<file path="src/hw/itb_pkg.sv">
// shared constants and types for the interval timer port and firmware countdown block
package itb_pkg;

  // i/o map of the interval timer ports
  localparam logic [15:0] ITB_PORT_CTR0  = 16'h0040;
  localparam logic [15:0] ITB_PORT_CTR1  = 16'h0041;
  localparam logic [15:0] ITB_PORT_CTR2  = 16'h0042;
  localparam logic [15:0] ITB_PORT_CTRL  = 16'h0043;
  localparam int          ITB_NUM_CTR    = 3;

  // firmware countdown base register: reset location 78h, access disabled
  localparam logic [15:0] ITB_BT_BASE_RST = 16'h0078;
  localparam int          ITB_BT_EN_BIT   = 0;
  localparam int          ITB_DW_LSB      = 2;

  // control word fields
  localparam int          ITB_CW_SEL_HI  = 7;
  localparam int          ITB_CW_SEL_LO  = 6;
  localparam int          ITB_CW_RW_HI   = 5;
  localparam int          ITB_CW_RW_LO   = 4;
  localparam int          ITB_CW_MODE_HI = 3;
  localparam int          ITB_CW_MODE_LO = 1;
  localparam int          ITB_CW_BCD     = 0;
  localparam logic [1:0]  ITB_SEL_RDBACK = 2'h3;

  // read-back command fields (latch flags are active low)
  localparam int          ITB_RB_NO_CNT  = 5;
  localparam int          ITB_RB_NO_STAT = 4;
  localparam int          ITB_RB_CTR0    = 1;

  // byte-access selection codes
  localparam logic [1:0]  ITB_RW_LATCH   = 2'h0;
  localparam logic [1:0]  ITB_RW_LSB     = 2'h1;
  localparam logic [1:0]  ITB_RW_MSB     = 2'h2;
  localparam logic [1:0]  ITB_RW_BOTH    = 2'h3;

  // reset values of per-counter programming
  localparam logic [1:0]  ITB_RW_RST     = 2'h1;
  localparam logic [2:0]  ITB_MODE_RST   = 3'h0;

  // byte lanes that make a whole 16-bit count
  localparam logic [3:0]  ITB_BE_LOW16   = 4'h3;

  typedef logic [15:0] itb_cnt_t;
  typedef logic [7:0]  itb_byte_t;

endpackage : itb_pkg

</file>
<file path="src/hw/itb_bt_if.sv">
// link between the port decoder and the firmware countdown
`timescale 1ns/1ps
interface itb_bt_if;
  logic            ld;
  logic [15:0]     ld_val;
  logic            tick;
  logic [15:0]     count;

  modport ctl   (output ld, output ld_val, output tick, input count);
  modport timer (input ld, input ld_val, input tick, output count);
endinterface : itb_bt_if

</file>
<file path="src/hw/itb_timer_top.sv">
// host port side of the three-counter interval timer plus firmware countdown
`timescale 1ns/1ps
module itb_timer_top
  import itb_pkg::*;
(
  input  wire logic        mclk_i,
  input  wire logic        rstn_i,
  input  wire logic [15:0] io_addr_i,
  input  wire logic        io_rd_i,
  input  wire logic        io_wr_i,
  input  wire logic [31:0] io_wdata_i,
  input  wire logic [3:0]  io_be_i,
  input  wire logic [2:0]  ctr_tick_i,
  input  wire logic [2:0]  ctr_out_i,
  input  wire logic        bt_tick_i,
  input  wire logic        cfg_base_wr_i,
  input  wire logic [15:0] cfg_base_data_i,
  output logic      [31:0] io_rdata_o,
  output logic             io_ack_o,
  output logic             io_isa_fwd_o,
  output logic      [15:0] cfg_base_o
);

  ////////////////////////////////////////////////////////////////////////////
  // helpers

  // one step down in binary or in four-digit decimal, wrapping at zero
  function automatic itb_cnt_t itb_dec(input itb_cnt_t v, input logic bcd);
    itb_cnt_t r;
    logic     brw;
    r   = v;
    brw = 1'b1;
    if (!bcd) begin
      r = v - itb_cnt_t'(1);
    end else begin
      for (int d = 0; d < 4; d++) begin
        if (brw) begin
          if (v[d*4 +: 4] == 4'h0) begin
            r[d*4 +: 4] = 4'h9;
          end else begin
            r[d*4 +: 4] = v[d*4 +: 4] - 4'h1;
            brw         = 1'b0;
          end
        end
      end
    end
    return r;
  endfunction : itb_dec

  // address of counter port n
  function automatic logic [15:0] itb_port(input int n);
    logic [15:0] a;
    case (n)
      0:       a = ITB_PORT_CTR0;
      1:       a = ITB_PORT_CTR1;
      default: a = ITB_PORT_CTR2;
    endcase
    return a;
  endfunction : itb_port

  ////////////////////////////////////////////////////////////////////////////
  // reset and countdown

  logic rst_n;

  itb_rst_sync u_rst_sync (
    .mclk_i (mclk_i),
    .rstn_i (rstn_i),
    .rstn_o (rst_n)
  );

  itb_bt_if bt_link ();

  itb_firmware_countdown u_firmware_countdown (
    .mclk_i  (mclk_i),
    .rst_n_i (rst_n),
    .bt      (bt_link.timer)
  );

  ////////////////////////////////////////////////////////////////////////////
  // per-counter state

  logic [1:0]  rw_ff       [ITB_NUM_CTR];
  logic [2:0]  mode_ff     [ITB_NUM_CTR];
  logic        bcd_ff      [ITB_NUM_CTR];
  itb_cnt_t    hold_ff     [ITB_NUM_CTR];
  itb_cnt_t    ce_ff       [ITB_NUM_CTR];
  logic        null_ff     [ITB_NUM_CTR];
  logic        wr_msb_ff   [ITB_NUM_CTR];
  logic        rd_msb_ff   [ITB_NUM_CTR];
  logic        cnt_lat_ff  [ITB_NUM_CTR];
  itb_cnt_t    latch_ff    [ITB_NUM_CTR];
  logic        stat_lat_ff [ITB_NUM_CTR];
  itb_byte_t   stat_ff     [ITB_NUM_CTR];

  logic [1:0]  nxt_rw       [ITB_NUM_CTR];
  logic [2:0]  nxt_mode     [ITB_NUM_CTR];
  logic        nxt_bcd      [ITB_NUM_CTR];
  itb_cnt_t    nxt_hold     [ITB_NUM_CTR];
  itb_cnt_t    nxt_ce       [ITB_NUM_CTR];
  logic        nxt_null     [ITB_NUM_CTR];
  logic        nxt_wr_msb   [ITB_NUM_CTR];
  logic        nxt_rd_msb   [ITB_NUM_CTR];
  logic        nxt_cnt_lat  [ITB_NUM_CTR];
  itb_cnt_t    nxt_latch    [ITB_NUM_CTR];
  logic        nxt_stat_lat [ITB_NUM_CTR];
  itb_byte_t   nxt_stat     [ITB_NUM_CTR];

  // bus answer and base register state
  logic [31:0] rdata_ff;
  logic        ack_ff;
  logic        fwd_ff;
  logic [15:0] base_ff;
  logic [31:0] nxt_rdata;
  logic        nxt_ack;
  logic        nxt_fwd;
  logic [15:0] nxt_base;

  // decode results shared by the next-state logic
  logic        ctrl_hit;
  logic        bt_addr_hit;
  logic        bt_en;
  logic [2:0]  port_hit;
  itb_byte_t   wbyte;
  logic        bt_ld;

  ////////////////////////////////////////////////////////////////////////////
  // address decode

  // countdown matches a whole doubleword at the programmed base
  always_comb begin
    wbyte       = io_wdata_i[7:0];
    ctrl_hit    = (io_addr_i == ITB_PORT_CTRL);
    bt_en       = base_ff[ITB_BT_EN_BIT];
    bt_addr_hit = (io_addr_i[15:ITB_DW_LSB] == base_ff[15:ITB_DW_LSB]);
    for (int i = 0; i < ITB_NUM_CTR; i++) begin
      port_hit[i] = (io_addr_i == itb_port(i));
    end
    // partial-width writes cannot load half a count, so they are dropped
    bt_ld = io_wr_i && bt_addr_hit && bt_en && ((io_be_i & ITB_BE_LOW16) == ITB_BE_LOW16);
  end

  assign bt_link.ld     = bt_ld;
  assign bt_link.ld_val = io_wdata_i[15:0];
  assign bt_link.tick   = bt_tick_i;

  ////////////////////////////////////////////////////////////////////////////
  // counter next state: tick, control word, port write, port read

  always_comb begin
    logic     done;
    done = 1'b0;
    for (int i = 0; i < ITB_NUM_CTR; i++) begin
      nxt_rw[i]       = rw_ff[i];
      nxt_mode[i]     = mode_ff[i];
      nxt_bcd[i]      = bcd_ff[i];
      nxt_hold[i]     = hold_ff[i];
      nxt_ce[i]       = ce_ff[i];
      nxt_null[i]     = null_ff[i];
      nxt_wr_msb[i]   = wr_msb_ff[i];
      nxt_rd_msb[i]   = rd_msb_ff[i];
      nxt_cnt_lat[i]  = cnt_lat_ff[i];
      nxt_latch[i]    = latch_ff[i];
      nxt_stat_lat[i] = stat_lat_ff[i];
      nxt_stat[i]     = stat_ff[i];

      // counting element takes a pending count on the next tick, else steps
      if (ctr_tick_i[i]) begin
        if (null_ff[i]) begin
          nxt_ce[i]   = hold_ff[i];
          nxt_null[i] = 1'b0;
        end else begin
          nxt_ce[i]   = itb_dec(ce_ff[i], bcd_ff[i]);
        end
      end

      // control word: read-back, count latch or programming
      if (io_wr_i && ctrl_hit) begin
        if (wbyte[ITB_CW_SEL_HI:ITB_CW_SEL_LO] == ITB_SEL_RDBACK) begin
          if (wbyte[ITB_RB_CTR0 + i]) begin
            // a second latch before the read is ignored
            if (!wbyte[ITB_RB_NO_CNT] && !cnt_lat_ff[i]) begin
              nxt_latch[i]   = ce_ff[i];
              nxt_cnt_lat[i] = 1'b1;
            end
            if (!wbyte[ITB_RB_NO_STAT] && !stat_lat_ff[i]) begin
              nxt_stat[i]     = {ctr_out_i[i], null_ff[i], rw_ff[i], mode_ff[i], bcd_ff[i]};
              nxt_stat_lat[i] = 1'b1;
            end
          end
        end else if (wbyte[ITB_CW_SEL_HI:ITB_CW_SEL_LO] == 2'(i)) begin
          if (wbyte[ITB_CW_RW_HI:ITB_CW_RW_LO] == ITB_RW_LATCH) begin
            if (!cnt_lat_ff[i]) begin
              nxt_latch[i]   = ce_ff[i];
              nxt_cnt_lat[i] = 1'b1;
            end
          end else begin
            nxt_rw[i]       = wbyte[ITB_CW_RW_HI:ITB_CW_RW_LO];
            nxt_mode[i]     = wbyte[ITB_CW_MODE_HI:ITB_CW_MODE_LO];
            nxt_bcd[i]      = wbyte[ITB_CW_BCD];
            nxt_wr_msb[i]   = 1'b0;
            nxt_rd_msb[i]   = 1'b0;
            nxt_cnt_lat[i]  = 1'b0;
            nxt_stat_lat[i] = 1'b0;
          end
        end
      end

      // port write fills the holding register in the programmed byte order
      if (io_wr_i && port_hit[i]) begin
        case (rw_ff[i])
          ITB_RW_LSB: begin
            nxt_hold[i] = {8'h00, wbyte};
            nxt_null[i] = 1'b1;
          end
          ITB_RW_MSB: begin
            nxt_hold[i] = {wbyte, 8'h00};
            nxt_null[i] = 1'b1;
          end
          ITB_RW_BOTH: begin
            if (!wr_msb_ff[i]) begin
              nxt_hold[i][7:0] = wbyte;
              nxt_wr_msb[i]    = 1'b1;
            end else begin
              nxt_hold[i][15:8] = wbyte;
              nxt_wr_msb[i]     = 1'b0;
              nxt_null[i]       = 1'b1;
            end
          end
          default: begin
            nxt_hold[i] = hold_ff[i];
          end
        endcase
      end

      // port read: status first if latched, then latched count, else live
      if (io_rd_i && port_hit[i]) begin
        if (stat_lat_ff[i]) begin
          nxt_stat_lat[i] = 1'b0;
        end else begin
          done = 1'b0;
          case (rw_ff[i])
            ITB_RW_BOTH: begin
              nxt_rd_msb[i] = !rd_msb_ff[i];
              done          = rd_msb_ff[i];
            end
            default: begin
              done = 1'b1;
            end
          endcase
          if (done) begin
            nxt_cnt_lat[i] = 1'b0;
          end
        end
      end
    end
  end

  ////////////////////////////////////////////////////////////////////////////
  // bus answer: data, claim or pass-through

  // reads are answered one cycle after the strobe from flops
  always_comb begin
    itb_cnt_t rsrc;
    rsrc      = '0;
    nxt_rdata = '0;
    nxt_ack   = 1'b0;
    nxt_fwd   = 1'b0;
    nxt_base  = base_ff;
    if (cfg_base_wr_i) begin
      nxt_base = cfg_base_data_i;
    end
    if (io_rd_i || io_wr_i) begin
      if (ctrl_hit || (port_hit != 3'h0)) begin
        nxt_ack = 1'b1;
      end else if (bt_addr_hit) begin
        nxt_ack = bt_en;
        nxt_fwd = !bt_en;
      end
    end
    if (io_rd_i) begin
      for (int i = 0; i < ITB_NUM_CTR; i++) begin
        if (port_hit[i]) begin
          rsrc = cnt_lat_ff[i] ? latch_ff[i] : ce_ff[i];
          if (stat_lat_ff[i]) begin
            nxt_rdata[7:0] = stat_ff[i];
          end else if ((rw_ff[i] == ITB_RW_MSB) || ((rw_ff[i] == ITB_RW_BOTH) && rd_msb_ff[i])) begin
            nxt_rdata[7:0] = rsrc[15:8];
          end else begin
            nxt_rdata[7:0] = rsrc[7:0];
          end
        end
      end
      if (bt_addr_hit && bt_en && !ctrl_hit && (port_hit == 3'h0)) begin
        nxt_rdata = {16'h0000, bt_link.count};
      end
    end
  end

  ////////////////////////////////////////////////////////////////////////////
  // registers

  always_ff @(posedge mclk_i or negedge rst_n) begin
    if (!rst_n) begin
      for (int i = 0; i < ITB_NUM_CTR; i++) begin
        rw_ff[i]       <= ITB_RW_RST;
        mode_ff[i]     <= ITB_MODE_RST;
        bcd_ff[i]      <= 1'b0;
        hold_ff[i]     <= '0;
        ce_ff[i]       <= '0;
        null_ff[i]     <= 1'b0;
        wr_msb_ff[i]   <= 1'b0;
        rd_msb_ff[i]   <= 1'b0;
        cnt_lat_ff[i]  <= 1'b0;
        latch_ff[i]    <= '0;
        stat_lat_ff[i] <= 1'b0;
        stat_ff[i]     <= '0;
      end
      rdata_ff <= '0;
      ack_ff   <= 1'b0;
      fwd_ff   <= 1'b0;
      base_ff  <= ITB_BT_BASE_RST;
    end else begin
      for (int i = 0; i < ITB_NUM_CTR; i++) begin
        rw_ff[i]       <= nxt_rw[i];
        mode_ff[i]     <= nxt_mode[i];
        bcd_ff[i]      <= nxt_bcd[i];
        hold_ff[i]     <= nxt_hold[i];
        ce_ff[i]       <= nxt_ce[i];
        null_ff[i]     <= nxt_null[i];
        wr_msb_ff[i]   <= nxt_wr_msb[i];
        rd_msb_ff[i]   <= nxt_rd_msb[i];
        cnt_lat_ff[i]  <= nxt_cnt_lat[i];
        latch_ff[i]    <= nxt_latch[i];
        stat_lat_ff[i] <= nxt_stat_lat[i];
        stat_ff[i]     <= nxt_stat[i];
      end
      rdata_ff <= nxt_rdata;
      ack_ff   <= nxt_ack;
      fwd_ff   <= nxt_fwd;
      base_ff  <= nxt_base;
    end
  end

  assign io_rdata_o   = rdata_ff;
  assign io_ack_o     = ack_ff;
  assign io_isa_fwd_o = fwd_ff;
  assign cfg_base_o   = base_ff;

endmodule : itb_timer_top

</file>
<file path="src/hw/itb_rst_sync.sv">
// two-stage release synchroniser for the active-low reset
`timescale 1ns/1ps
module itb_rst_sync (
  input  wire logic mclk_i,
  input  wire logic rstn_i,
  output logic      rstn_o
);
  logic meta_ff;
  logic sync_ff;

  // assert at once, release after two edges
  always_ff @(posedge mclk_i or negedge rstn_i) begin
    if (!rstn_i) begin
      meta_ff <= 1'b0;
      sync_ff <= 1'b0;
    end else begin
      meta_ff <= 1'b1;
      sync_ff <= meta_ff;
    end
  end

  assign rstn_o = sync_ff;
endmodule : itb_rst_sync

</file>
<file path="src/hw/itb_firmware_countdown.sv">
// free-running 16-bit firmware countdown that freezes at zero
`timescale 1ns/1ps
module itb_firmware_countdown
  import itb_pkg::*;
(
  input  wire logic mclk_i,
  input  wire logic rst_n_i,
  itb_bt_if.timer   bt
);
  itb_cnt_t cnt_ff;
  itb_cnt_t nxt_cnt;

  // load wins over a tick; the access-enable bit never gates counting
  always_comb begin
    nxt_cnt = cnt_ff;
    if (bt.ld) begin
      nxt_cnt = bt.ld_val;
    end else if (bt.tick && (cnt_ff != '0)) begin
      nxt_cnt = cnt_ff - itb_cnt_t'(1);
    end
  end

  // reset leaves the count at zero, frozen
  always_ff @(posedge mclk_i or negedge rst_n_i) begin
    if (!rst_n_i) begin
      cnt_ff <= '0;
    end else begin
      cnt_ff <= nxt_cnt;
    end
  end

  assign bt.count = cnt_ff;
endmodule : itb_firmware_countdown

</file>
<file path="config.mk">
export PLATFORM = sky130hd
export DESIGN_NAME = itb_timer_top
export DESIGN_NICKNAME = d
export VERILOG_FILES = /design/src/hw/itb_pkg.sv /design/src/hw/itb_bt_if.sv /design/src/hw/itb_timer_top.sv /design/src/hw/itb_rst_sync.sv /design/src/hw/itb_firmware_countdown.sv
export SDC_FILE = /design/constraint.sdc
export NUM_CORES = 1
export LEC_CHECK = 0
export ABC_AREA = 1
export BUFFER_PORTS_ARGS = -buffer_cell sky130_fd_sc_hd__clkbuf_2
export CAP_MARGIN = 20
export CORE_UTILIZATION = 50
export CTS_BUF_LIST = sky130_fd_sc_hd__clkbuf_8
export DETAILED_ROUTE_END_ITERATION = 16
export PLACE_DENSITY = 0.69
export SLEW_MARGIN = 20
export SYNTH_ARGS = -nofsm -noshare
export SYNTH_HDL_FRONTEND = slang
export SYNTH_SLANG_ARGS = --single-unit
</file>
<file path="constraint.sdc">
create_clock -name mclk_i -period 15.91 [get_ports mclk_i]
set_input_delay 3.182 -clock mclk_i [delete_from_list [all_inputs] [get_ports mclk_i]]
set_output_delay 3.182 -clock mclk_i [all_outputs]
set_load 0.05 [all_outputs]
</file>
==> metrics.md <==
| Metric | Value |
|---|---|
| Die height | `177 um` |
| Synth Area in Adders | `0.0171` |
| Setup Skew | `32.7 ps` |
| CTS tree | `done` |
| Root buf cell | `clkbuf_8` |
| Fin nets | `roughly 2.2k` |
| Wirelength per Cell | `16.0 um` |
| Seq/Total Area, Yosys | `0.413` |
| Fin. Hold Viols | `0` |
| Global placer's final weighted congestion | `roughly 0.9` |
| Die W | `177 um` |
| Largest family of logic cells by synthesized area | `simple AND/OR/NAND/NOR gates` |
| Area delta synth->final | `9.46%` |
| Post-synthesis xor/xnor area fraction | `0.0120` |
| CP Depth | `1` |
| CTS Buffer Depth | `3` |
| Worst reg2reg setup slack | `approximately 13000 ps` |
| Worst Path Buf+Inv | `1` |
| Power Density | `117 nW/um^2` |
| Core footprint | `29900 um^2` |
| # diodes | `0` |
| Crit path max-delay family | `flip-flops` |
| Crit Path Max Fanout | `17` |
| Initial antenna violation count | `0` |
| Final Setup Violations | `0` |
| Async set-reset flop share out of synthesis | `1.00` |
| Initial DRC count | `1213` |
| Final period utilization | `0.316` |
| Slowest CP cell | `dfrtp_1` |
| GRT Residual Overflow | `0` |
| Syn Inst Count | `2059` |
| Setup Fix Bufs, Post-CTS | `0` |
| Worst-margin pin slew | `1050 ps` |
| ANT nets after route | `0` |
| Worst EP required | `between 10000 and 15000 ps` |
| IO Count | `130` |
| Reg-to-Reg Start | `rw_ff[3]` |
| Residual DRC count | `0` |
| Minimum clock period | `5030 ps` |
| Synth top area share | `0.401` |
| Netlist cell types | `60` |
| Cts bufs inserted | `47` |
| First-pass GRT wire length | `about 66 mm` |
| Post-synthesis compound-gate area fraction | `0.163` |
| CP cell instances | `clkbuf_2` |
| Fin. max-slew vios | `0` |
| Reg2Reg Depth | `9` |
| Detailed placement HPWL | `27.5 mm` |
| Dominant synthesized flop cell | `dfrtp_1` |
| Syn avg cell area | `7.45 um^2` |
| Starting density of the core | `0.513` |
| P_leak | `8.32 nW` |
| Clk sinks | `253` |
| Port bufs | `95` |
| Area contributors post-synth | `dfrtp_1 40%, nand2_1 15%, o21ai_0 7.2%` |
| PnR Total Power | `around 2.0 mW` |
| Via density | `5.44` |
| GRT Resource Usage Total | `0.267` |
| Total Die Area | `31400 um^2` |
| CP max stage delay | `850 ps` |
| Yosys Warn Count | `0` |
| CP Capture Type | `output port` |
| Setup TNS | `0 ps` |
| Clk slew on worst S/H paths | `60 ps` |
| Cell taking the most area after synthesis | `dfrtp_1` |
| Number of synthesized flops with an enable pin | `0` |
| Slew HR | `0.301` |
| Share of layout cells above drive strength 1 | `0.150` |
| Critical path class | `reg2out` |
| End point of the critical path | `cfg_base_o[0]` |
| Clock latency at the later pin of the worst-skew pair | `approximately 600 ps` |
| Synthesized cell area | `15300 um^2` |
| Final wirelength | `40.5 mm` |
| Post-CTS Resized | `0` |
| Most common cell after layout, fill and taps aside | `nand2_1` |
| Seq cells post-synth | `approximately 250` |
| Pin count of the biggest net entering global routing | `180` |
| Reg-to-reg endpoint | `io_rdata_o[3]` |
| Final core occ | `0.562` |
| Startpoint Class | `register` |
| # hold bufs at CTS | `0` |
| Worst min-delay path class | `reg2reg` |
| Fmax | `199 MHz` |
| Vias | `13.8k` |
| H-tree levels | `2` |
| Status | `finished clean` |
| Commonest non-fill, non-tap cells in the layout | `608 x nand2_1, 245 x dfrtp_1, 222 x o21ai_0` |
| Vias in the first global route | `about 13k` |
| Max_cap viols | `0` |
| DR pass1 iterations | `8` |
| Arr. time, crit path | `around 1900 ps` |
| Std cell rows | `63` |
| Worst Setup SP | `cfg_base_o[0]` |
| RSZ-0062 raised after global routing | `no` |
| Mux contribution to synthesized area | `0.0141` |
| Post-Synth Simple-Gate Area | `0.291` |
| Peak supply drop | `0.0941 mV` |
[synth_stat cells, types with 6 or more instances]
| master | count |
|---|---|
| buf_4 | 20 |
| o221ai_1 | 9 |
| o21ai_2 | 59 |
| nor3_1 | 8 |
| ha_1 | 21 |
| a22oi_1 | 6 |
| nand2_1 | 608 |
| clkbuf_1 | 46 |
| buf_2 | 21 |
| xor2_1 | 16 |
| o21ai_0 | 222 |
| a21oi_1 | 46 |
| o21ai_1 | 42 |
| dfstp_2 | 7 |
| or2_2 | 17 |
| dfrtp_1 | 246 |
| mux2i_1 | 16 |
| inv_2 | 9 |
| nand3_4 | 6 |
| nor2_4 | 6 |
| o211ai_1 | 11 |
| nor2_1 | 163 |
| nand3_1 | 142 |
| buf_6 | 16 |
| inv_1 | 183 |
| nand4_1 | 30 |
| nand2_2 | 14 |
[kinds of logic (layout without fill, tap and decap cells)]
kind of cell | after synthesis | after routing
compound gates | 421 | 421
xor+xnor | 21 | 21
fa+ha+maj | 21 | 21
buf+inv | 304 | 380
flops | 253 | 253
mux | 21 | 21
other cells | 2 | 17
simple gates | 1016 | 1016
[report_power, final]
part	internal [mW]	leakage, nW	switching [mW]
combinational	0.167	4.41	0.343
clock	0.366	0.559	0.289
sequential	0.713	3.35	0.0839
[area by class of cell]
class | count | area [um^2]
clock inverters | 25 | 164
inverters | 198 | 752
flip-flops and latches | 253 | 6340
fillers | 2803 | 13100
repair buffers | 98 | 531
multi-input cells | 1517 | 7700
clock buffers | 59 | 812
well taps | 390 | 488
[metrics by stage]
| stage | hold slack, ps | setup WS [ps] | std cells | cell area, um^2 |
|---|---|---|---|---|
| 2_1_floorplan | 331 | 8350 | 2074 | 15400 |
| 3_3_place_gp | 340 | 10280 | 2455 | 15800 |
| 3_5_place_dp | 340 | 10200 | 2455 | 15800 |
| 4_1_cts | 354 | 10840 | 2539 | 16800 |
| 5_1_grt | 358 | 10830 | 2540 | 16800 |
| 6_report | 350 | 10880 | 2540 | 16800 |
[worst min path at each step]
stage	depth (start not counted)	startpoint	slack, ps	to
final	0	u_rst_sync.meta_ff	350	u_rst_sync.rstn_o
after global routing	0	u_rst_sync.meta_ff	360	u_rst_sync.rstn_o
after CTS	0	u_rst_sync.meta_ff	350	u_rst_sync.rstn_o
after detailed placement	0	u_rst_sync.meta_ff	340	u_rst_sync.rstn_o
after global placement	0	u_rst_sync.meta_ff	340	u_rst_sync.rstn_o
after floorplan	0	u_rst_sync.meta_ff	330	u_rst_sync.rstn_o
[flip-flops by register name (all words and copies together) (netlist names), 6 cells and up]
name / flops
hold_ff: 48
cfg_base_o: 16
mode_ff: 9
stat_ff: 24
latch_ff: 48
u_firmware_countdown.bt.count: 16
rw_ff: 6
ce_ff: 48
io_rdata_o: 16
[metal layers]
layer / vias to the layer above / global-route usage / wire, um
li1: 6826 / - / -
met1: 6482 / 0.353 / 17700
met2: 421 / 0.435 / 19000
met3: 96 / 0.0451 / 2460
met4: 0 / 0.106 / 1270
met5: - / 0 / 0
No activity file was read; power rests on OpenSTA's default activity.
